==> src/hw/gauge_regs.svh <==
// Register offsets, command codes, reset values and timing counts of the maintenance block.
`ifndef GAUGE_REGS_SVH
`define GAUGE_REGS_SVH

`define GG_CMD_MAINT 8'h00
`define GG_CMD_LOW_CAP 8'h01
`define GG_CMD_LOW_TIME 8'h02

`define GG_CODE_STORAGE 16'h0618
`define GG_CODE_SEAL 16'h062B
`define GG_CODE_SYNC 16'h064D
`define GG_CODE_CAL 16'h0653
`define GG_CODE_CAL_ALT 16'h067E
`define GG_CODE_CAL_STOP 16'h0660
`define GG_CODE_PROGRAM 16'h0606
`define GG_CODE_REVISION 16'h07E6

`define GG_BATT_ADDR_WR 8'h16
`define GG_CAP_MODE_BIT 15

`define GG_CMD_RESET 16'h0000
`define GG_THRESH_RESET 16'h0000
`define GG_PCT_DIVISOR 24'h000064

`define GG_CLK_HZ 200000000
`define GG_TICK_MS 1
`define GG_TICK_CYCLES ((`GG_CLK_HZ / 1000) * `GG_TICK_MS)

`define GG_TIMER_W 22
`define GG_RESET_IGNORE_MS 1000
`define GG_STORAGE_DELAY_MS 6000
`define GG_CAL_START_MS 100
`define GG_CAL_CAP_MS 3600000
`define GG_POST_CAL_MS 20000

`endif

==> src/hw/gauge_pkg.sv <==
// Types shared by the maintenance command block.
package gauge_pkg;

  typedef enum logic [1:0] {CAL_IDLE, CAL_WAIT, CAL_RUN, CAL_SAVE} cal_state_t;

  typedef enum logic [2:0] {ST_IDLE, ST_DELAY, ST_DEFER, ST_FINAL, ST_ENTERED} storage_state_t;

  typedef struct packed {
    logic wr;
    logic rd;
    logic [7:0] code;
    logic [15:0] wdata;
  } cmd_bus_t;

  typedef struct packed {
    logic active;
    logic sense_disconnect;
    logic save_req;
    logic correction_on;
  } cal_ctrl_t;

  typedef struct packed {
    logic route;
    logic power;
    logic suspend;
  } ee_ctrl_t;

endpackage

==> src/hw/maint_command.sv <==
// Maintenance command interpreter with calibration, storage, seal and pass-through control.
`timescale 1ns/1ps
`include "gauge_regs.svh"
module maint_command
  import gauge_pkg::*;
#(
  parameter int TICK_CYCLES = `GG_TICK_CYCLES,
  parameter logic [15:0] REVISION = 16'h0001 // Arbitrary value.
) (
  input wire logic clk,
  input wire logic nrst,
  input wire cmd_bus_t cmd_bus,
  output logic [15:0] reg_rdata,
  output logic reg_rvalid,
  input wire logic host_addr_valid,
  input wire logic [7:0] host_addr_byte,
  input wire logic ee_load,
  input wire logic [15:0] ee_cap_threshold,
  input wire logic [15:0] ee_time_threshold,
  input wire logic cal_offset_found,
  input wire logic cal_saved,
  input wire logic [15:0] full_charge_capacity_value,
  input wire logic [7:0] sync_percent,
  input wire logic [15:0] charge_left,
  input wire logic [15:0] mean_time_left,
  input wire logic [15:0] battery_mode_word,
  output cal_ctrl_t cal_ctrl,
  output ee_ctrl_t ee_ctrl,
  output logic led_blank,
  output logic sealed,
  output logic offset_correction_valid,
  output logic storage_mode,
  output logic charge_sync_load,
  output logic [15:0] charge_left_internal,
  output logic alarm_capacity,
  output logic alarm_time,
  output logic capacity_units_10mw
);
  localparam int TW = `GG_TIMER_W;
  localparam int DW = (TICK_CYCLES > 1) ? $clog2(TICK_CYCLES) : 1;

  generate
    if (TICK_CYCLES < 1) begin : g_chk
      $error("TICK_CYCLES must be at least one");
    end
  endgenerate

  ////////////////////////////////////////////////////////////////////////////
  logic rst_meta;
  logic rst_n;

  // Reset is released through two flops so every flop leaves reset on one edge.
  always_ff @(posedge clk or negedge nrst) begin
    if (!nrst) begin
      rst_meta <= 1'b0;
      rst_n <= 1'b0;
    end else begin
      rst_meta <= 1'b1;
      rst_n <= rst_meta;
    end
  end

  ////////////////////////////////////////////////////////////////////////////
  logic [DW-1:0] div;
  logic [DW-1:0] next_div;
  logic tick;
  logic next_tick;
  logic [9:0] boot_ms;
  logic [9:0] next_boot_ms;
  logic cmd_ready;
  logic next_cmd_ready;

  always_comb begin
    next_div = div + 1'b1;
    next_tick = 1'b0;
    if (div >= DW'(TICK_CYCLES - 1)) begin
      next_div = '0;
      next_tick = 1'b1;
    end
    next_boot_ms = boot_ms;
    next_cmd_ready = cmd_ready;
    if (tick && !cmd_ready) begin
      next_boot_ms = boot_ms + 10'h001;
      if (boot_ms >= 10'(`GG_RESET_IGNORE_MS - 1)) begin
        next_cmd_ready = 1'b1;
      end
    end
  end

  always_ff @(posedge clk or negedge rst_n) begin
    if (!rst_n) begin
      div <= '0;
      tick <= 1'b0;
      boot_ms <= 10'h000;
      cmd_ready <= 1'b0;
    end else begin
      div <= next_div;
      tick <= next_tick;
      boot_ms <= next_boot_ms;
      cmd_ready <= next_cmd_ready;
    end
  end

  ////////////////////////////////////////////////////////////////////////////
  function automatic logic cal_permits(input logic [15:0] code);
    cal_permits = (code == `GG_CODE_STORAGE) || (code == `GG_CODE_CAL_STOP) ||
                  (code == `GG_CODE_SEAL);
  endfunction

  cal_state_t cal_state;
  cal_state_t next_cal_state;
  storage_state_t st_state;
  storage_state_t next_st_state;
  logic in_cal;
  logic go;
  logic c_storage;
  logic c_seal;
  logic c_sync;
  logic c_cal;
  logic c_stop;
  logic c_prog;
  logic c_rev;
  logic cal_done;

  always_comb begin
    in_cal = (cal_state != CAL_IDLE);
    go = cmd_bus.wr && (cmd_bus.code == `GG_CMD_MAINT) && cmd_ready && !ee_ctrl.route;
    go = go && (!in_cal || cal_permits(cmd_bus.wdata));
    c_storage = go && (cmd_bus.wdata == `GG_CODE_STORAGE);
    c_seal = go && (cmd_bus.wdata == `GG_CODE_SEAL);
    c_sync = go && (cmd_bus.wdata == `GG_CODE_SYNC);
    c_cal = go && !sealed && !in_cal && ((cmd_bus.wdata == `GG_CODE_CAL) ||
            (cmd_bus.wdata == `GG_CODE_CAL_ALT));
    c_stop = go && (cmd_bus.wdata == `GG_CODE_CAL_STOP);
    c_prog = go && !sealed && (cmd_bus.wdata == `GG_CODE_PROGRAM);
    c_rev = go && (cmd_bus.wdata == `GG_CODE_REVISION);
  end

  ////////////////////////////////////////////////////////////////////////////
  logic [15:0] maint_command;
  logic [15:0] next_maint_command;
  logic clear_pend;
  logic next_clear_pend;
  logic [15:0] low_capacity_threshold;
  logic [15:0] next_low_cap;
  logic [15:0] low_time_threshold;
  logic [15:0] next_low_time;
  logic ee_loaded;
  logic next_ee_loaded;
  logic [15:0] next_rdata;
  logic next_rvalid;

  always_comb begin
    next_maint_command = maint_command;
    if (clear_pend) begin
      next_maint_command = `GG_CMD_RESET;
    end
    // A write in the clearing cycle wins over the clear.
    if (cmd_bus.wr && cmd_bus.code == `GG_CMD_MAINT) begin
      next_maint_command = cmd_bus.wdata;
    end
    if (c_rev) begin
      next_maint_command = REVISION;
    end
    next_clear_pend = c_storage || c_seal || c_sync || c_cal || c_stop || c_prog;
    next_low_cap = low_capacity_threshold;
    next_low_time = low_time_threshold;
    next_ee_loaded = ee_loaded;
    if (ee_load && !ee_loaded) begin
      next_low_cap = ee_cap_threshold;
      next_low_time = ee_time_threshold;
      next_ee_loaded = 1'b1;
    end
    if (cmd_bus.wr && cmd_bus.code == `GG_CMD_LOW_CAP) begin
      next_low_cap = cmd_bus.wdata;
    end
    if (cmd_bus.wr && cmd_bus.code == `GG_CMD_LOW_TIME) begin
      next_low_time = cmd_bus.wdata;
    end
    next_rvalid = cmd_bus.rd;
    next_rdata = reg_rdata;
    if (cmd_bus.rd) begin
      case (cmd_bus.code)
        `GG_CMD_MAINT: next_rdata = maint_command;
        `GG_CMD_LOW_CAP: next_rdata = low_capacity_threshold;
        `GG_CMD_LOW_TIME: next_rdata = low_time_threshold;
        default: next_rdata = 16'h0000;
      endcase
    end
  end

  always_ff @(posedge clk or negedge rst_n) begin
    if (!rst_n) begin
      maint_command <= `GG_CMD_RESET;
      clear_pend <= 1'b0;
      low_capacity_threshold <= `GG_THRESH_RESET;
      low_time_threshold <= `GG_THRESH_RESET;
      ee_loaded <= 1'b0;
      reg_rdata <= 16'h0000;
      reg_rvalid <= 1'b0;
    end else begin
      maint_command <= next_maint_command;
      clear_pend <= next_clear_pend;
      low_capacity_threshold <= next_low_cap;
      low_time_threshold <= next_low_time;
      ee_loaded <= next_ee_loaded;
      reg_rdata <= next_rdata;
      reg_rvalid <= next_rvalid;
    end
  end

  ////////////////////////////////////////////////////////////////////////////
  logic cal_load;
  logic [TW-1:0] cal_load_val;
  logic cal_expired;
  cal_ctrl_t next_cal_ctrl;
  logic next_ocv;
  logic next_led_blank;
  logic next_sealed;
  ee_ctrl_t next_ee_ctrl;
  logic next_sync_load;
  logic [15:0] next_charge_int;
  logic [23:0] sync_product;

  tick_timer #(.W(TW)) cal_timer (
    .clk(clk), .rst_n(rst_n), .tick(tick), .load(cal_load), .load_val(cal_load_val),
    .stop(c_stop), .running(), .expired(cal_expired)
  );

  always_comb begin
    next_cal_state = cal_state;
    next_cal_ctrl = cal_ctrl;
    next_ocv = offset_correction_valid;
    cal_load = 1'b0;
    cal_load_val = TW'(`GG_CAL_START_MS);
    cal_done = 1'b0;
    case (cal_state)
      CAL_IDLE: begin
        if (c_cal) begin
          next_cal_state = CAL_WAIT;
          cal_load = 1'b1;
          next_cal_ctrl.sense_disconnect = (cmd_bus.wdata == `GG_CODE_CAL);
        end
      end
      CAL_WAIT: begin
        if (cal_expired) begin
          next_cal_state = CAL_RUN;
          cal_load = 1'b1;
          cal_load_val = TW'(`GG_CAL_CAP_MS);
          next_cal_ctrl.active = 1'b1;
          next_ocv = 1'b0;
        end
      end
      CAL_RUN: begin
        if (cal_offset_found) begin
          next_cal_state = CAL_SAVE;
          next_cal_ctrl.save_req = 1'b1;
        end else if (cal_expired) begin
          next_cal_state = CAL_IDLE;
          next_cal_ctrl.active = 1'b0;
          cal_done = 1'b1;
        end
      end
      CAL_SAVE: begin
        if (cal_saved) begin
          next_cal_state = CAL_IDLE;
          next_cal_ctrl = '{default: 1'b0};
          next_cal_ctrl.correction_on = 1'b1;
          next_ocv = 1'b1;
          cal_done = 1'b1;
        end
      end
      default: next_cal_state = CAL_IDLE;
    endcase
    if (c_stop) begin
      next_cal_state = CAL_IDLE;
      next_cal_ctrl = '{default: 1'b0};
    end
    next_led_blank = (next_cal_state == CAL_RUN) || (next_cal_state == CAL_SAVE);
    next_sealed = sealed || c_seal;
    next_ee_ctrl = ee_ctrl;
    if (c_prog) begin
      next_ee_ctrl = '{route: 1'b1, power: 1'b1, suspend: 1'b1};
    end else if (ee_ctrl.route && host_addr_valid && host_addr_byte == `GG_BATT_ADDR_WR) begin
      next_ee_ctrl = '{default: 1'b0};
    end
    sync_product = 24'(full_charge_capacity_value * sync_percent);
    next_sync_load = c_sync;
    next_charge_int = charge_left_internal;
    if (c_sync) begin
      next_charge_int = 16'(sync_product / `GG_PCT_DIVISOR);
    end
  end

  always_ff @(posedge clk or negedge rst_n) begin
    if (!rst_n) begin
      cal_state <= CAL_IDLE;
      cal_ctrl <= '{default: 1'b0};
      offset_correction_valid <= 1'b0;
      led_blank <= 1'b0;
      sealed <= 1'b0;
      ee_ctrl <= '{default: 1'b0};
      charge_sync_load <= 1'b0;
      charge_left_internal <= 16'h0000;
    end else begin
      cal_state <= next_cal_state;
      cal_ctrl <= next_cal_ctrl;
      offset_correction_valid <= next_ocv;
      led_blank <= next_led_blank;
      sealed <= next_sealed;
      ee_ctrl <= next_ee_ctrl;
      charge_sync_load <= next_sync_load;
      charge_left_internal <= next_charge_int;
    end
  end

  ////////////////////////////////////////////////////////////////////////////
  logic st_load;
  logic [TW-1:0] st_load_val;
  logic st_expired;
  logic next_storage_mode;

  tick_timer #(.W(TW)) storage_timer (
    .clk(clk), .rst_n(rst_n), .tick(tick), .load(st_load), .load_val(st_load_val),
    .stop(1'b0), .running(), .expired(st_expired)
  );

  always_comb begin
    next_st_state = st_state;
    st_load = 1'b0;
    st_load_val = TW'(`GG_STORAGE_DELAY_MS);
    case (st_state)
      ST_IDLE: begin
        if (c_storage) begin
          next_st_state = ST_DELAY;
          st_load = 1'b1;
        end
      end
      ST_DELAY: begin
        if (cal_done) begin
          next_st_state = ST_FINAL;
          st_load = 1'b1;
          st_load_val = TW'(`GG_POST_CAL_MS);
        end else if (st_expired) begin
          next_st_state = (in_cal || c_cal) ? ST_DEFER : ST_ENTERED;
        end
      end
      ST_DEFER: begin
        if (cal_done || !in_cal) begin
          next_st_state = ST_FINAL;
          st_load = 1'b1;
          st_load_val = TW'(`GG_POST_CAL_MS);
        end
      end
      ST_FINAL: begin
        if (st_expired) begin
          next_st_state = ST_ENTERED;
        end
      end
      ST_ENTERED: next_st_state = ST_ENTERED;
      default: next_st_state = ST_IDLE;
    endcase
    next_storage_mode = (next_st_state == ST_ENTERED);
  end

  always_ff @(posedge clk or negedge rst_n) begin
    if (!rst_n) begin
      st_state <= ST_IDLE;
      storage_mode <= 1'b0;
    end else begin
      st_state <= next_st_state;
      storage_mode <= next_storage_mode;
    end
  end

  alarm_compare alarms (
    .clk(clk), .rst_n(rst_n), .charge_left(charge_left), .mean_time_left(mean_time_left),
    .low_capacity_threshold(low_capacity_threshold), .low_time_threshold(low_time_threshold),
    .battery_mode_word(battery_mode_word), .alarm_capacity(alarm_capacity),
    .alarm_time(alarm_time), .capacity_units_10mw(capacity_units_10mw)
  );
endmodule

==> src/hw/tick_timer.sv <==
// Countdown timer that counts millisecond enable pulses and flags expiry for one cycle.
`timescale 1ns/1ps
`include "gauge_regs.svh"
module tick_timer #(
  parameter int W = `GG_TIMER_W
) (
  input wire logic clk,
  input wire logic rst_n,
  input wire logic tick,
  input wire logic load,
  input wire logic [W-1:0] load_val,
  input wire logic stop,
  output logic running,
  output logic expired
);
  logic [W-1:0] count;
  logic [W-1:0] next_count;
  logic next_running;
  logic next_expired;

  generate
    if (W < 2) begin : g_chk
      $error("tick_timer width too small");
    end
  endgenerate

  always_comb begin
    next_count = count;
    next_running = running;
    next_expired = 1'b0;
    if (load) begin
      next_count = load_val;
      next_running = 1'b1;
    end else if (stop) begin
      next_running = 1'b0;
    end else if (running && tick) begin
      if (count <= {{(W-1){1'b0}}, 1'b1}) begin
        next_running = 1'b0;
        next_expired = 1'b1;
      end
      next_count = count - {{(W-1){1'b0}}, 1'b1};
    end
  end

  always_ff @(posedge clk or negedge rst_n) begin
    if (!rst_n) begin
      count <= '0;
      running <= 1'b0;
      expired <= 1'b0;
    end else begin
      count <= next_count;
      running <= next_running;
      expired <= next_expired;
    end
  end
endmodule

==> src/hw/alarm_compare.sv <==
// Low-capacity and low-time alarm comparators feeding the alarm broadcast word.
`timescale 1ns/1ps
`include "gauge_regs.svh"
module alarm_compare
  import gauge_pkg::*;
(
  input wire logic clk,
  input wire logic rst_n,
  input wire logic [15:0] charge_left,
  input wire logic [15:0] mean_time_left,
  input wire logic [15:0] low_capacity_threshold,
  input wire logic [15:0] low_time_threshold,
  input wire logic [15:0] battery_mode_word,
  output logic alarm_capacity,
  output logic alarm_time,
  output logic capacity_units_10mw
);
  logic next_alarm_capacity;
  logic next_alarm_time;
  logic next_units;

  always_comb begin
    // A zero threshold switches the alarm off.
    next_alarm_capacity = (low_capacity_threshold != 16'h0000) &&
                          (charge_left < low_capacity_threshold);
    next_alarm_time = (low_time_threshold != 16'h0000) &&
                      (mean_time_left < low_time_threshold);
    next_units = battery_mode_word[`GG_CAP_MODE_BIT];
  end

  always_ff @(posedge clk or negedge rst_n) begin
    if (!rst_n) begin
      alarm_capacity <= 1'b0;
      alarm_time <= 1'b0;
      capacity_units_10mw <= 1'b0;
    end else begin
      alarm_capacity <= next_alarm_capacity;
      alarm_time <= next_alarm_time;
      capacity_units_10mw <= next_units;
    end
  end
endmodule

==> config.mk <==
export PLATFORM = sky130hd
export DESIGN_NAME = maint_command
export DESIGN_NICKNAME = d
export VERILOG_FILES = /design/src/hw/gauge_pkg.sv /design/src/hw/maint_command.sv /design/src/hw/tick_timer.sv /design/src/hw/alarm_compare.sv
export VERILOG_INCLUDE_DIRS = /design/src /design/src/hw
export SDC_FILE = /design/constraint.sdc
export NUM_CORES = 1
export LEC_CHECK = 0
export BUFFER_PORTS_ARGS = -buffer_cell sky130_fd_sc_hd__buf_2
export CAP_MARGIN = 20
export CELL_PAD_IN_SITES_DETAIL_PLACEMENT = 0
export CELL_PAD_IN_SITES_GLOBAL_PLACEMENT = 2
export CORE_MARGIN = 1
export CORE_UTILIZATION = 40
export CTS_BUF_LIST = sky130_fd_sc_hd__clkbuf_4 sky130_fd_sc_hd__clkbuf_8
export DETAILED_ROUTE_END_ITERATION = 12
export PLACE_DENSITY = 0.95
export SYNTH_ARGS = -nofsm -noshare
export SYNTH_HDL_FRONTEND = slang
export SYNTH_SLANG_ARGS = --single-unit
==> constraint.sdc <==
create_clock -name clk -period 8.34 [get_ports clk]
set_input_delay 1.251 -clock clk [delete_from_list [all_inputs] [get_ports clk]]
set_output_delay 1.251 -clock clk [all_outputs]
set_load 0.01 [all_outputs]
==> flow_metrics.env <==
export IMPL_status="finished, violations left"
export IMPL_violations="negative setup slack"
export IMPL_period_share_pct=165.5
export IMPL_cp_top_family="compound AO/OA/AOI/OAI gates"
export IMPL_setup_viol=12
export IMPL_port_buffers=176
export IMPL_fin_skew_ns=0.01841
export IMPL_antenna_found_initial=0
export IMPL_synth_cell_types=120
export IMPL_ys_seq_elements=181
export IMPL_root_buffer="clkbuf_8"
export IMPL_worst_slew_pin_slew_ns=1.017
export IMPL_grt_max_degree=76
export IMPL_cts_made_buffers=17
export IMPL_num_antenna_cells=0
export IMPL_overflow=0
export IMPL_core_area_um2=43170
export IMPL_min_period_ns=13.80
export IMPL_grt_pass1_vias=17710
export IMPL_holdBufCountCts=0
export IMPL_routed_wl_mm=55.34
export IMPL_place_congestion=0.9464
export IMPL_clock_path_buffers=2
export IMPL_crit_type="in -> reg"
export IMPL_critPathLaunchType="input port"
export IMPL_synth_edf_count=0
export IMPL_drc=0
export IMPL_dieArea_um2=44710
export IMPL_gr_usage_met1_pct=30.78
export IMPL_crit_required_ns=8.75
export IMPL_viasPerCell=5.539
export IMPL_netlist_area_um2=17550
export IMPL_fmax_ghz=0.07245
export IMPL_synth_main_ff_cell="dfrtp_1"
export IMPL_first_pass_iters=7
export IMPL_ys_seq_area_share_pct=25.81
export IMPL_syn_nets=2383
export IMPL_slew_viol_final=0
export IMPL_grt_use_met2_pct=41.63
export IMPL_layout_drive_gt1_share_pct=38.67
export IMPL_h_tree_depth=4
export IMPL_initial_core_util_pct=40.64
export IMPL_chipHeight_um=211.4
export IMPL_slowest_stage="fa_2"
export IMPL_cpPeakStageDelay_ns=0.59
export IMPL_endpoint_kind="flip-flop"
export IMPL_clock_latency_ns=0.50
export IMPL_dpl_hpwl_mm=39.98
export IMPL_ys_warn_count=0
export IMPL_hold_violations=0
export IMPL_syn_avg_cell_area_um2=8.473
export IMPL_postLayoutCoreUtil_pct=57.74
export IMPL_drtIter0Drc=1439
export IMPL_die_w_um=211.4
export IMPL_routedWlPerCell_um=17.01
export IMPL_grt_setup_unrepaired="true"
export IMPL_cpMostUsedCell="buf_4"
export IMPL_worstHoldPathType="reg -> async"
export IMPL_max_cap_violations=0
export IMPL_vias=18020
export IMPL_io_pins=192
export IMPL_path_clk_slew_ns=0.10
export IMPL_max_slew_margin_pct=31.75
export IMPL_cts_sinks=181
export IMPL_cp_max_fo=6
export IMPL_area_growth_pct=42.06
export IMPL_tritoncts="done"
export IMPL_grt_util_met3_pct=2.463
export IMPL_fp_row_count=76
export IMPL_nets=2968
export IMPL_grt_first_pass_wirelength_mm=87.60
export IMPL_syn_inst=2071
export IMPL_final_antenna_net_count=0
export IMPL_busiest_layer="met2"
export IMPL_worstPathArrival_ns=14.21
export IMPL_crit_buf_inv=9
export IMPL_synth_async_reset_ratio_pct=100.0
export IMPL_grt_usage_pct=23.78
export IMPL_setup_slack_ns=-5.463
==> what timing repair did <==
action | 4_1_cts | 5_1_grt
endpoints found under the setup margin | 12 | 12
buffers inserted | 53 | 38
pin swaps | 79 | 78
cloned | 3 | 1
resized for setup | 204 | 162
==> flip-flops by register name (all words and copies together) (netlist names), 2 cells and up <==
signal / cells
maint_command: 16
boot_ms: 10
reg_rdata: 16
low_capacity_threshold: 16
cal_timer.count: 22
cal_ctrl: 4
storage_timer.count: 22
st_state: 3
div: 18
low_time_threshold: 16
cal_state: 2
charge_left_internal: 16
==> routing by layer <==
metal | part of all wire [%] | up-vias | wire, um
met3 | 4.7 | 128 | 2587
met2 | 49 | 629 | 27370
li1 | - | 8579 | -
met4 | 2.4 | 0 | 1321
met1 | 43 | 8687 | 24060
met5 | 0 | - | 0
==> stage by stage <==
stage / setup TNS, ns / instances / setup slack [ns] / hold slack, ns / instance area [um2]
after floorplan: -34.88 / 2071 / -5.445 / 0.3312 / 18040
after global placement: -41.99 / 3128 / -5.922 / 0.3423 / 22020
after detailed placement: -44.49 / 3128 / -6.212 / 0.3437 / 22020
after CTS: -32.21 / 3216 / -5.054 / 0.3524 / 23920
after global routing: -38.66 / 3254 / -5.841 / 0.3862 / 24930
final: -35.92 / 3254 / -5.463 / 0.3210 / 24930
==> cell usage after synthesis (26+ instances only) <==
master / number / area (um2)
a21oi_1: 156 / 780.8
xnor2_1: 64 / 560.5
and2_1: 97 / 606.8
xor2_1: 44 / 385.4
ha_1: 84 / 1051
nand3_1: 54 / 270.3
nand2_1: 181 / 679.4
a31oi_1: 26 / 162.7
o21ai_0: 78 / 390.4
inv_1: 137 / 514.2
fa_1: 84 / 1682
dfrtp_1: 181 / 4529
nor3_1: 36 / 180.2
nand2b_1: 28 / 175.2
nor4_1: 39 / 244.0
nor2_1: 229 / 859.6
clkbuf_1: 59 / 221.5
==> logic make-up after synthesis <==
family,Yosys count,share of synthesized area (%)
AO/OA/AOI/OAI,553,22.68
XOR/XNOR,110,5.576
adder cells (fa/ha/maj),173,15.87
buffers and inverters,225,5.106
flip-flops,181,25.81
multiplexers,42,2.745
other,1,0.02137
AND/OR/NAND/NOR,786,22.18
==> worst register-to-register path, stage by stage, from the launching register on <==
cell,delay (ns)
dfrtp_1,0.56
or4_1,0.22
nor2_1,0.21
or2_2,0.37
nor4_1,0.75
nand2_1,0.29
nor4_1,0.39
xnor2_1,0.17
o21ai_0,0.09
==> path summary, 6_finish.rpt <==
| check | slack (ns) | endpoint | cells past startpoint | from |
|---|---|---|---|---|
| setup / recovery | -5.46 | charge_left_internal[0]$_DFFE_PN0P_ | 52 | full_charge_capacity_value[2] |
| hold / removal | 0.32 | ee_ctrl[2]$_DFFE_PN0P_ | 0 | rst_n$_DFF_PN0_ |
| setup reg to reg | 5.15 | cal_timer.count[13]$_DFFE_PN0P_ | 8 | ee_ctrl[2]$_DFFE_PN0P_ |
| hold reg to reg | 0.32 | ee_ctrl[2]$_DFFE_PN0P_ | 0 | rst_n$_DFF_PN0_ |
| max in group asynchronous | 6.64 | div[4]$_DFF_PN0_ | 1 | rst_n$_DFF_PN0_ |
| min in group clk | 0.38 | rst_n$_DFF_PN0_ | 0 | rst_meta$_DFF_PN0_ |
==> placed cells by master (no fill, tap or decap), types with 10 or more instances in the layout <==
cell type	Yosys	routed
buf_4	5	442
nor2b_1	17	16
and2_1	97	77
a211oi_2	4	11
o21a_1	13	11
fa_2	0	10
a22oi_1	21	20
o21ai_1	4	11
a31oi_4	2	11
or2_2	11	10
nand2_2	0	14
ha_4	0	13
fa_1	84	74
nor2_1	229	215
xnor2_1	64	57
and3_1	21	16
xor2_1	44	44
a22o_1	10	10
o211ai_1	22	22
dfrtp_1	181	180
ha_1	84	70
a31oi_1	26	20
mux2_2	22	20
nand2_1	181	165
nand2b_1	28	26
a21o_1	22	22
o21ai_0	78	56
a21oi_1	156	132
buf_2	20	160
a21oi_2	3	18
nor4_1	39	36
nand3_1	54	45
nor3_1	36	22
nand4_1	21	21
and2_4	0	22
clkbuf_8	0	18
inv_1	137	130
o21ai_2	6	15
buf_6	1	35
==> area by class of cell <==
cell class	count	area [um2]
Sequential cell	181	4533
Multi-Input combinational cell	1667	13950
Tap cell	585	732.0
Fill cell	3755	18250
Clock inverter	14	212.7
Timing Repair Buffer	651	4736
Clock buffer	18	247.7
Inverter	138	518.0
Power is not shown: default switching activity piles up to over one toggle a cycle in this logic, so the estimate is an artifact.
